File: src/hw/tpd_defines.svh
// timing counts, codes and reset values for the tone pair decoder
`ifndef TPD_DEFINES_SVH
`define TPD_DEFINES_SVH

// clock rate and figures in their own units
`define TPD_CLK_HZ 25000000
`define TPD_PRESENT_DETECT_US 5000
`define TPD_ABSENT_DETECT_US 500
`define TPD_GUARD_PRESENT_US 30000
`define TPD_GUARD_ABSENT_US 30000
`define TPD_CODE_SETUP_NS 3400

// derived cycle counts; only the code setup time rounds up, the others are whole multiples
`define TPD_PRESENT_DETECT_CYC \
    ((`TPD_PRESENT_DETECT_US * (`TPD_CLK_HZ / 1000000)))
`define TPD_ABSENT_DETECT_CYC \
    ((`TPD_ABSENT_DETECT_US * (`TPD_CLK_HZ / 1000000)))
`define TPD_GUARD_PRESENT_CYC \
    ((`TPD_GUARD_PRESENT_US * (`TPD_CLK_HZ / 1000000)))
`define TPD_GUARD_ABSENT_CYC \
    ((`TPD_GUARD_ABSENT_US * (`TPD_CLK_HZ / 1000000)))
`define TPD_CODE_SETUP_CYC \
    ((`TPD_CODE_SETUP_NS * (`TPD_CLK_HZ / 1000000) + 999) / 1000)

// tone measurement: period counted in clk cycles between two rising edges
`define TPD_MEAS_WINDOW 32'd25000
// acceptance tolerance in tenths of a percent (1.5 %) plus 2 Hz
`define TPD_ACC_PERMIL 15
`define TPD_ACC_HZ 2

// nominal low group and high group frequencies in Hz
`define TPD_LOW0 697
`define TPD_LOW1 770
`define TPD_LOW2 852
`define TPD_LOW3 941
`define TPD_HIGH0 1209
`define TPD_HIGH1 1336
`define TPD_HIGH2 1477
`define TPD_HIGH3 1633

// register widths and reset values
`define TPD_CODE_W 4
`define TPD_CODE_RST 4'h0
`define TPD_CNT_W 24

// register map offsets (byte addresses)
`define TPD_REG_CTRL 4'h0
`define TPD_REG_STATUS 4'h4
`define TPD_REG_GTP 4'h8
`define TPD_REG_GTA 4'hc
`define TPD_CTRL_INH_BIT 0
`define TPD_CTRL_PD_BIT 1
`define TPD_UNMAPPED 32'hdead_0000

`endif

File: src/hw/tpd_pkg.sv
// types shared by the tone pair decoder files
package tpd_pkg;
    // gray coded steering states along the usual path
    typedef enum logic [1:0] {
        tpd_idle = 2'b00,
        tpd_qual = 2'b01,
        tpd_held = 2'b11,
        tpd_rels = 2'b10
    } tpd_state_t;
    typedef logic [1:0] tpd_idx_t;
endpackage

File: src/hw/tpd_tone_meter.sv
// one band's tone frequency meter with nominal table match
`timescale 1ns/1ps
`include "tpd_defines.svh"
module tpd_tone_meter import tpd_pkg::*; #(
    parameter bit high_group = 1'b0
) (
    input wire logic clk,
    input wire logic rst,
    input wire logic ce,
    input wire logic tone_in,
    output logic valid,
    output tpd_idx_t index
);
    // ==========================================================
    // period between rising edges, counted in clk cycles
    // ==========================================================
    logic s1;
    logic s2;
    logic s3;
    logic rise;
    logic [15:0] run_cnt;
    logic [15:0] period;
    always_ff @(posedge clk) begin
        if (rst) begin
            s1 <= 1'b0;
            s2 <= 1'b0;
            s3 <= 1'b0;
        end else if (ce) begin
            s1 <= tone_in;
            s2 <= s1;
            s3 <= s2;
        end
    end
    assign rise = s2 & ~s3;
    always_ff @(posedge clk) begin
        if (rst) begin
            run_cnt <= 16'h0;
            period <= 16'h0;
        end else if (ce) begin
            if (rise) begin
                period <= run_cnt;
                run_cnt <= 16'h1;
            end else if (run_cnt != 16'hffff) begin
                // saturate so a silent line never wraps into a valid period
                run_cnt <= run_cnt + 16'h1;
            end
        end
    end
    // ==========================================================
    // nominal match, 1.5 % plus 2 Hz, narrower than 3.5 % reject
    // ==========================================================
    function automatic int nominal(input int i);
        int f;
        f = 0;
        case (i)
            0: f = high_group ? `TPD_HIGH0 : `TPD_LOW0;
            1: f = high_group ? `TPD_HIGH1 : `TPD_LOW1;
            2: f = high_group ? `TPD_HIGH2 : `TPD_LOW2;
            default: f = high_group ? `TPD_HIGH3 : `TPD_LOW3;
        endcase
        return f;
    endfunction
    logic [3:0] hit;
    // the last full period and the one still running are both judged,
    // so a tone that stops loses its match within about one period
    for (genvar g = 0; g < 4; g++) begin : g_match
        localparam int nom = nominal(g);
        localparam int tol = nom * `TPD_ACC_PERMIL / 1000 + `TPD_ACC_HZ;
        localparam int p_min = (`TPD_CLK_HZ + nom + tol - 1) / (nom + tol);
        localparam int p_max = `TPD_CLK_HZ / (nom - tol);
        assign hit[g] = (period >= 16'(p_min)) && (period <= 16'(p_max))
            && (run_cnt <= 16'(p_max));
    end
    always_ff @(posedge clk) begin
        if (rst) begin
            valid <= 1'b0;
            index <= 2'b00;
        end else if (ce) begin
            valid <= |hit;
            index <= hit[3] ? 2'd3 : hit[2] ? 2'd2 : hit[1] ? 2'd1 : 2'd0;
        end
    end
endmodule // tpd_tone_meter

File: src/hw/tpd_decoder.sv
// tone pair decoder with steering, output latch and avalon registers
`timescale 1ns/1ps
`include "tpd_defines.svh"
module tpd_decoder import tpd_pkg::*; (
    input wire logic clk,
    input wire logic rst,
    input wire logic ce,
    input wire logic low_tone_in,
    input wire logic high_tone_in,
    input wire logic code_output_enable,
    input wire logic extra_key_inhibit,
    input wire logic power_down_in,
    input wire logic [3:0] avs_address,
    input wire logic avs_read,
    input wire logic avs_write,
    input wire logic [31:0] avs_writedata,
    input wire logic [3:0] avs_byteenable,
    output logic [31:0] avs_readdata,
    output logic avs_waitrequest,
    output logic early_detect_flag,
    output logic guard_time_drive,
    output logic delayed_steer_valid,
    output logic [3:0] digit_code_out,
    output logic [3:0] digit_code_oe
);
    // ==========================================================
    // pin synchronisers
    // ==========================================================
    logic [2:0] pin_s1;
    logic [2:0] pin_s2;
    always_ff @(posedge clk) begin
        if (rst) begin
            pin_s1 <= 3'h0;
            pin_s2 <= 3'h0;
        end else if (ce) begin
            pin_s1 <= {code_output_enable, extra_key_inhibit, power_down_in};
            pin_s2 <= pin_s1;
        end
    end
    logic toe_q;
    logic inh_pin;
    logic pd_pin;
    assign toe_q = pin_s2[2];
    assign inh_pin = pin_s2[1];
    assign pd_pin = pin_s2[0];

    // ==========================================================
    // registers
    // ==========================================================
    logic ctrl_inh;
    logic ctrl_pd;
    logic [`TPD_CNT_W-1:0] gtp_cyc;
    logic [`TPD_CNT_W-1:0] gta_cyc;
    logic inhibit;
    logic halted;
    assign inhibit = inh_pin | ctrl_inh;
    assign halted = pd_pin | ctrl_pd;
    logic run;
    assign run = ce & ~halted;

    // readdata is a flop, so a read costs one wait state: the word is
    // loaded at the first edge and offered with waitrequest low at the next
    logic rd_ack;
    always_ff @(posedge clk) begin
        if (rst) begin
            rd_ack <= 1'b0;
        end else if (ce) begin
            rd_ack <= avs_read & ~rd_ack;
        end
    end
    assign avs_waitrequest = avs_read & ~rd_ack;
    always_ff @(posedge clk) begin
        if (rst) begin
            ctrl_inh <= 1'b0;
            ctrl_pd <= 1'b0;
            gtp_cyc <= `TPD_CNT_W'(`TPD_GUARD_PRESENT_CYC);
            gta_cyc <= `TPD_CNT_W'(`TPD_GUARD_ABSENT_CYC);
        end else if (ce && avs_write) begin
            unique case (avs_address)
                `TPD_REG_CTRL: begin
                    if (avs_byteenable[0]) begin
                        ctrl_inh <= avs_writedata[`TPD_CTRL_INH_BIT];
                        ctrl_pd <= avs_writedata[`TPD_CTRL_PD_BIT];
                    end
                end
                `TPD_REG_GTP: gtp_cyc <= avs_writedata[`TPD_CNT_W-1:0];
                `TPD_REG_GTA: gta_cyc <= avs_writedata[`TPD_CNT_W-1:0];
                default: ;
            endcase
        end
    end
    logic [1:0] st_code;
    logic [3:0] code_latch;
    tpd_state_t state;
    always_ff @(posedge clk) begin
        if (rst) begin
            avs_readdata <= 32'h0;
        end else if (ce && avs_read && !rd_ack) begin
            unique case (avs_address)
                `TPD_REG_CTRL: avs_readdata <= {30'h0, ctrl_pd, ctrl_inh};
                `TPD_REG_STATUS: avs_readdata <= {22'h0, state, code_latch,
                    delayed_steer_valid, guard_time_drive, early_detect_flag,
                    halted};
                `TPD_REG_GTP: avs_readdata <= {8'h0, gtp_cyc};
                `TPD_REG_GTA: avs_readdata <= {8'h0, gta_cyc};
                default: avs_readdata <= `TPD_UNMAPPED;
            endcase
        end
    end

    // ==========================================================
    // frequency measurement
    // ==========================================================
    logic low_ok;
    logic high_ok;
    tpd_idx_t low_idx;
    tpd_idx_t high_idx;
    tpd_tone_meter #(.high_group(1'b0)) u_low (
        .clk(clk),
        .rst(rst),
        .ce(run),
        .tone_in(low_tone_in),
        .valid(low_ok),
        .index(low_idx)
    );
    tpd_tone_meter #(.high_group(1'b1)) u_high (
        .clk(clk),
        .rst(rst),
        .ce(run),
        .tone_in(high_tone_in),
        .valid(high_ok),
        .index(high_idx)
    );
    logic pair_raw;
    // column four is the highest high group tone
    assign pair_raw = low_ok & high_ok & ~(inhibit & high_idx == 2'd3);
    logic [3:0] pair_code;
    // keypad table: 1..9 as is, 0 is ten, star eleven, hash twelve, A-D 13-0
    always_comb begin
        pair_code = 4'h0;
        if (high_idx == 2'd3) begin
            pair_code = 4'(4'hd + {2'b00, low_idx});
        end else if (low_idx == 2'd3) begin
            unique case (high_idx)
                2'd0: pair_code = 4'hb;
                2'd1: pair_code = 4'ha;
                default: pair_code = 4'hc;
            endcase
        end else begin
            pair_code = 4'(low_idx * 2'd3 + high_idx + 4'h1);
        end
    end

    // ==========================================================
    // early detect: signal condition qualified for the detect times
    // ==========================================================
    logic [`TPD_CNT_W-1:0] det_cnt;
    always_ff @(posedge clk) begin
        if (rst) begin
            det_cnt <= '0;
            early_detect_flag <= 1'b0;
        end else if (run) begin
            if (pair_raw == early_detect_flag) begin
                det_cnt <= '0;
            end else if (!early_detect_flag &&
                         det_cnt >= `TPD_CNT_W'(`TPD_PRESENT_DETECT_CYC)) begin
                early_detect_flag <= 1'b1;
                det_cnt <= '0;
            end else if (early_detect_flag &&
                         det_cnt >= `TPD_CNT_W'(`TPD_ABSENT_DETECT_CYC)) begin
                early_detect_flag <= 1'b0;
                det_cnt <= '0;
            end else begin
                det_cnt <= det_cnt + 1'b1;
            end
        end
    end

    // ==========================================================
    // steering: guard timers replace the external rc network
    // ==========================================================
    logic [`TPD_CNT_W-1:0] guard_cnt;
    logic [7:0] setup_cnt;
    always_ff @(posedge clk) begin
        if (rst) begin
            state <= tpd_idle;
            guard_cnt <= '0;
            code_latch <= `TPD_CODE_RST;
            st_code <= 2'b00;
            guard_time_drive <= 1'b0;
        end else if (run) begin
            unique case (state)
                tpd_idle: begin
                    guard_cnt <= '0;
                    if (early_detect_flag) begin
                        state <= tpd_qual;
                    end
                end
                tpd_qual: begin
                    if (!early_detect_flag) begin
                        state <= tpd_idle;
                    end else if (guard_cnt >= gtp_cyc) begin
                        code_latch <= pair_code;
                        guard_time_drive <= 1'b1;
                        state <= tpd_held;
                    end else begin
                        guard_cnt <= guard_cnt + 1'b1;
                    end
                end
                tpd_held: begin
                    guard_cnt <= '0;
                    if (!early_detect_flag) begin
                        guard_time_drive <= 1'b0;
                        state <= tpd_rels;
                    end
                end
                tpd_rels: begin
                    if (early_detect_flag) begin
                        guard_cnt <= '0;
                        state <= tpd_held;
                        guard_time_drive <= 1'b1;
                    end else if (guard_cnt >= gta_cyc) begin
                        state <= tpd_idle;
                    end else begin
                        guard_cnt <= guard_cnt + 1'b1;
                    end
                end
            endcase
        end
    end
    // delayed steer follows latch after the setup gap
    always_ff @(posedge clk) begin
        if (rst) begin
            setup_cnt <= 8'h0;
            delayed_steer_valid <= 1'b0;
        end else if (run) begin
            if (state == tpd_held || state == tpd_rels) begin
                if (setup_cnt >= 8'(`TPD_CODE_SETUP_CYC)) begin
                    delayed_steer_valid <= 1'b1;
                end else begin
                    setup_cnt <= setup_cnt + 8'h1;
                end
            end else begin
                setup_cnt <= 8'h0;
                delayed_steer_valid <= 1'b0;
            end
        end
    end

    // ==========================================================
    // three-state code bus
    // ==========================================================
    always_ff @(posedge clk) begin
        if (rst) begin
            digit_code_out <= `TPD_CODE_RST;
        end else if (ce) begin
            digit_code_out <= code_latch;
        end
    end
    assign digit_code_oe = {4{toe_q}};
endmodule // tpd_decoder

File: config.mk
export PLATFORM = sky130hd
export DESIGN_NAME = tpd_decoder
export DESIGN_NICKNAME = d
export VERILOG_FILES = /design/src/hw/tpd_pkg.sv /design/src/hw/tpd_tone_meter.sv /design/src/hw/tpd_decoder.sv
export VERILOG_INCLUDE_DIRS = /design/src /design/src/hw
export SDC_FILE = /design/constraint.sdc
export NUM_CORES = 1
export LEC_CHECK = 0
export ABC_AREA = 1
export BUFFER_PORTS_ARGS = -buffer_cell sky130_fd_sc_hd__buf_2
export CORE_UTILIZATION = 40
export DETAILED_ROUTE_END_ITERATION = 10
export PLACE_DENSITY_LB_ADDON = 0.15
export REMOVE_ABC_BUFFERS = 1
export SYNTH_ARGS = -nofsm -noshare
export SYNTH_HDL_FRONTEND = slang
export SYNTH_HIERARCHICAL = 1
export SYNTH_SLANG_ARGS = --single-unit
File: constraint.sdc
create_clock -name clk -period 1.9 [get_ports clk]
set_input_delay 0.095 -clock clk [delete_from_list [all_inputs] [get_ports clk]]
set_output_delay 0.095 -clock clk [all_outputs]
set_load 0.1 [all_outputs]
**Word level (Yosys, flattened, before mapping)**

Cells that the tools add are included.

- Equal/unequal tests: 23
- Bitwise operators: 15
- Reductions and logical operators: 48
- $mul: 1
- Multiplexer cells: 40
- Magnitude comparators: 29
- $add $sub $neg: 8

Operators with widths:

| operator | count |
|---|---|
| 2-to-1 mux 24 bit | 7 |
| <= comparator 16 x 15 -> 1 bit, second input constant | 10 |
| case mux 32 bit (4 select lines) | 1 |
| >= comparator 16 x 15 -> 1 bit, second input constant | 6 |
| case mux 24 bit (3 select lines) | 1 |
| <= comparator 16 bit, second input constant | 4 |
| 2-to-1 mux 16 bit | 4 |
| adder 24 x 1 -> 24 bit, second input constant | 2 |
| >= comparator 24 bit | 2 |
| adder 16 x 1 -> 16 bit, second input constant | 2 |
| <= comparator 16 x 14 -> 1 bit, second input constant | 2 |
| != test 16 bit, second input constant | 2 |
| >= comparator 24 x 14 -> 1 bit, second input constant | 1 |
| >= comparator 24 x 17 -> 1 bit, second input constant | 1 |
| logical AND 1 bit | 21 |
| 2-to-1 mux 2 bit | 10 |
| >= comparator 16 x 14 -> 1 bit, second input constant | 1 |
| >= comparator 16 bit, second input constant | 1 |
| 2-to-1 mux 8 bit | 2 |
| AND reduction 2 bit | 8 |
| != test 2 bit, second input constant | 7 |
| 2-to-1 mux 1 bit | 10 |
| != test 3 bit, second input constant | 3 |
| adder 8 x 1 -> 8 bit, second input constant | 1 |
| other kinds (30) | 55 |

- Output and inout bits: 44
- Bits of input ports: 50
- Bits in registers: 234
- Word-level logic and storage cells: 195

**Depth between registers and ports, before layout**

- Depth in word-level cells: 7
- Depth in mapped cells: 16
- Depth with buffers taken out: 16

**Hierarchy**

Netlist, hierarchy kept.

By module, submodules not included:

| module | cells each | instances | seq. area each (um^2) | area each (um^2) |
|---|---|---|---|---|
| tpd_decoder | 1300 | 1 | 3022.9 | 8962.3 |
| tpd_tone_meter at u_high | 448 | 1 | 760.7 | 2662.6 |
| tpd_tone_meter at u_low | 399 | 1 | 760.7 | 2452.4 |

**Least setup slack after synthesis**

OpenSTA, ideal clock, no wires.

- Path kind: register to register
- Start: register rd_ack
- End: register avs_readdata[8]
- Data arrival time: 2.525 ns
- Data required time: 1.830 ns
- Clock period less this slack: 2.595 ns
- Buffers on the path: 0
- Path slack: -0.695 ns
- Cell stages (with the launch flop): 6
- Library setup time: 0.070 ns
- Cells stage by stage: dfxtp_1 -> nor2_1 -> nand2_1 -> nor2_1 -> o21ai_0 -> a21oi_1

- Cells in the longest elaborated chain, start to end: 2

RTL lines:

| item | RTL line | RTL |
|---|---|---|
| start: declaration | tpd_decoder.sv:63 | `logic rd_ack;` |
| start signal: assignment | tpd_decoder.sv:68 | `rd_ack <= avs_read & ~rd_ack;` |
| zero test 1 bit | tpd_decoder.sv:98 | `end else if (ce && avs_read && !rd_ack) begin` |
| logical AND 1 bit | tpd_decoder.sv:98 |  |
| end signal: assignment | tpd_decoder.sv:100 | `` `TPD_REG_CTRL: avs_readdata <= {30'h0, ctrl_pd, ctrl_inh}; `` |
| end signal: assignment | tpd_decoder.sv:101 | `` `TPD_REG_STATUS: avs_readdata <= {22'h0, state, code_latch, `` |
| end signal: assignment | tpd_decoder.sv:104 | `` `TPD_REG_GTP: avs_readdata <= {8'h0, gtp_cyc}; `` |
| end: declaration | tpd_decoder.sv:18 | `output logic [31:0] avs_readdata,` |

Every way passes these cells.
A chain may end at the register's enable or synchronous reset.

**Final worst setup path**

- Start: register guard_cnt[21]
- End: register guard_cnt[11]

- Cells in the longest elaborated chain, start to end: 3
- Elaborated cells between the ends (all ways): 5
- Those cells by class: order compare: 2; eq/ne: 2; reduce/logical: 1

RTL lines:

| item | RTL line | RTL |
|---|---|---|
| start: declaration | tpd_decoder.sv:182 | `` logic [`TPD_CNT_W-1:0] guard_cnt; `` |
| start signal: assignment | tpd_decoder.sv:207 | `guard_cnt <= guard_cnt + 1'b1;` |
| start signal: assignment | tpd_decoder.sv:225 | `guard_cnt <= guard_cnt + 1'b1;` |
| >= comparator 24 bit, on equally long branches | tpd_decoder.sv:222, tpd_decoder.sv:202 |  |
| != test 3 bit (no line) / != test 2 bit (equally long branches) | -- |  |
| AND reduction 4 bit (no line) * | -- |  |

Mark *: on every way between the ends. The rest lies on a longest branch, timed or not.

==> key figures <==
Timing
  • Tmin final: 2.15 ns
  • Maximum clock rate: 0.465 GHz
  • Max transition margin: 56.3%
  • Final Max Slew Viols: 0
  • Final worst setup slack: -0.251 ns
  • Worst-Margin Slew: 0.654 ns
  • Clock skew: 0.0136 ns
  • Final hold violations: 0
  • Setup-failing EPs final: 31
  • Setup repair after global routing missed its margin: yes
  • Tcrit/Tclk final: 113%

Floorplan
  • Core area: 34600 µm²
  • Initial Utilization: 40.7%
  • Num rows: 68
  • Die X: 190 µm
  • Die H: 190 µm
  • Die ar.: 35900 µm²
  • IO Count: 94

Yosys
  • Cell Area, Synth: 14100 µm²
  • Sequential share of the synthesized area: 32.3%
  • Yosys warning count: 6
  • Synth Register Bits: 227
  • Syn_area_per_cell: 6.56 µm²
  • Number of flops mapped to enable cells by yosys: 0
  • Async SR Flop Fraction: 0%
  • Mapped Cells: 2147
  • Synth Flop Type: dfxtp_1
  • Post-synth cell types: 53

Hold path
  • HP Class: in2reg
  • Worst hold start: avs_address[0]

CTS
  • Root buffer cell: clkbuf_16
  • Clock buffer count from CTS: 28
  • CTS tree: yes
  • Clock Latency Late Sink: 0.55 ns
  • Htree depth: 1
  • Clock tree sinks: 227
  • CTS max path bufs: 3
  • Clock-pin slew on the worst setup and hold paths: 0.06 ns

Drt
  • DRT iter0 DRCs: 800
  • Drt total wl: 42.8 mm
  • Drt first pass iters: 5
  • # DRC: 0
  • Routed Antenna Nets: 0
  • Vias post-DR: 14600
  • Routed WL per cell: 15.1 µm
  • Via-to-Cell Ratio: 5.14

Global routing
  • Vias in the first global route: 13900
  • Initial antenna violation count: 0
  • Gr usage total: 23.3%
  • Largest net degree at the start of global routing: 49
  • GR Overflow Total: 0
  • First-pass GRT wire length: 68.6 mm

Finish
  • Commonest non-fill, non-tap cell in the layout: nand2_1
  • Layout cells sized above 1: 21.5%
  • Number of fillers in the final layout: 3449
  • NumNets Final: 2481
  • Area grow syn2layout: 27.0%
  • Antenna diode count: 0
  • Commonest non-fill, non-tap cells in the layout: nand2_1 (478), nor2_1 (250), inv_1 (213)

Pwr
  • Combinational power share: 12.0%
  • IR drop worst, VDD: 673 µV
  • P_sw: 3280 µW
  • Sequential power share: 40.6%
  • Total power: 12200 µW
  • Switching share of total power: 26.8%
  • Clock power share: 47.4%
  • Power Internal: 8940 µW
  • Static Leak: 0.00775 µW
  • Power per cell area: 683 nW/µm²

Critical path
  • Req. time, crit path: 2.38 ns
  • Startpoint Class: flip-flop
  • Crit-path max FO: 5
  • Worst Setup SP: guard_cnt[21]
  • Element type at the critical path end: flip-flop
  • CP arrival: 2.63 ns
  • Setup CP Type: reg2reg
  • Reg-to-Reg Start: guard_cnt[21]

Place
  • Port Buffer Count: 80
  • Setup WS pre-CTS: -0.474 ns
  • Routability congestion estimate from global placement: 0.906
  • Hpwl dp: 31.8 mm

Run status
  • Failing checks: negative setup slack
  • Status: finished, violations left

Run
  • Maxcap violations: 0
through the flow:
stage | TNS (ns) | hold WS, ns | utilization [%] | std cells | area, µm²
after floorplan | -145.86 | 0.157 | - | 2058 | 13600
after global placement | -11.73 | 0.324 | 45.5 | 2735 | 15700
after detailed placement | -11.90 | 0.327 | 45.5 | 2735 | 15700
after CTS | -7.00 | 0.0549 | 50.0 | 2826 | 17300
after global routing | -9.00 | 0.112 | 51.6 | 2836 | 17900
final | -5.71 | 0.0901 | 51.6 | 2836 | 17900
registers in the layout (all words and copies together), names as in the netlist, 2 cells and up:
| register | count |
|---|---|
| state | 2 |
| pin_s1 | 3 |
| u_low/index | 2 |
| pin_s2 | 3 |
| u_low/run_cnt | 16 |
| gtp_cyc | 24 |
| det_cnt | 24 |
| gta_cyc | 24 |
| u_low/period | 16 |
| avs_readdata | 25 |
| u_high/period | 16 |
| u_high/run_cnt | 16 |
| code_latch | 4 |
| guard_cnt | 24 |
| setup_cnt | 8 |
| u_high/index | 2 |
| digit_code_out | 4 |
power groups by stage:
stage	Combinational, µW	Sequential (µW)	Clock, µW
5_1_grt	1600	4980	6120
6_report	1460	4960	5800
3_5_place_dp	1320	5070	0
4_1_cts	1420	4970	5930
3_3_place_gp	1310	5070	0
2_1_floorplan	606	5270	0
worst paths after layout:
kind / endpoint / slack [ns] / cells after the start
worst max register to register: guard_cnt[11] / -0.25 / 13
worst max-delay path: guard_cnt[11] / -0.25 / 13
worst min-delay path: avs_readdata[8] / 0.09 / 6
worst min register to register: det_cnt[18] / 0.44 / 2
cells in the mapped netlist, types with 6 or more instances:
master / n / share of area (%)
inv_2: 12 / 0.32
nand3b_1: 7 / 0.37
a21oi_1: 207 / 7.4
nand2_2: 22 / 0.98
inv_1: 230 / 6.1
nand3_1: 120 / 4.3
nor3_2: 8 / 0.57
dfxtp_1: 227 / 32
a21oi_2: 11 / 0.68
clkbuf_1: 51 / 1.4
xnor2_1: 8 / 0.50
nor2_4: 7 / 0.56
o21ai_0: 141 / 5.0
o21ai_1: 10 / 0.36
buf_4: 16 / 0.85
buf_2: 13 / 0.46
xor2_1: 25 / 1.6
o22ai_1: 17 / 0.76
a31oi_1: 8 / 0.36
nand4_1: 59 / 2.6
nor2_1: 265 / 7.1
nand2_1: 511 / 14
ha_1: 70 / 6.2
o221ai_1: 6 / 0.37
nor3_1: 35 / 1.2
cell type report:
| class | count | area [µm²] | share of cell area, % |
|---|---|---|---|
| multi-input cells | 1585 | 8710 | 48.7 |
| flip-flops and latches | 227 | 4600 | 25.7 |
| repair buffers | 271 | 2070 | 11.6 |
| inverters | 246 | 923 | 5.16 |
| clock buffers | 37 | 786 | 4.39 |
| well taps | 455 | 569 | 3.18 |
| clock inverters | 15 | 214 | 1.20 |
metal layers:
| metal | GRT usage (%) | up-vias | part of all wire, % |
|---|---|---|---|
| li1 | - | 7443 | - |
| met1 | 29.6 | 6740 | 45 |
| met2 | 40.7 | 325 | 47 |
| met3 | 2.64 | 82 | 4.2 |
| met4 | 7.91 | 0 | 3.5 |
| met5 | 0 | - | 0 |
critical path: stages, from the launching register on:
cell     delay, ns
dfxtp_4       0.37
ha_4          0.25
a21oi_2       0.14
nor2_1        0.07
nor2_2        0.12
nand2_2       0.08
a21oi_4       0.16
nand2_1       0.09
nand2_2       0.12
nand2_2       0.08
nor2_4        0.24
buf_8         0.19
nand2_4       0.05
a21oi_2       0.11
kinds of logic after synthesis:
logic type                 count (synthesis)  synth area share (%)
and+or+nand+nor                         1056                  33.0
AOI/OAI and AO/OA                        422                  16.2
buffers and inverters                    336                  9.97
DFF                                      227                  32.3
adders and majority gates                 72                  6.51
xor gates and xnor gates                  33                  2.05
other                                      1                0.0266
repair_timing:
action                                 in CTS  in global routing
resized for setup                          47                132
buffers inserted                            6                 12
hold buffers                               33                  0
setup endpoints to repair                  31                 48
cloned                                      1                  1
endpoints found under the hold margin      63                  0
pin swaps                                  34                 57
Power figures use the tool's default switching activity.
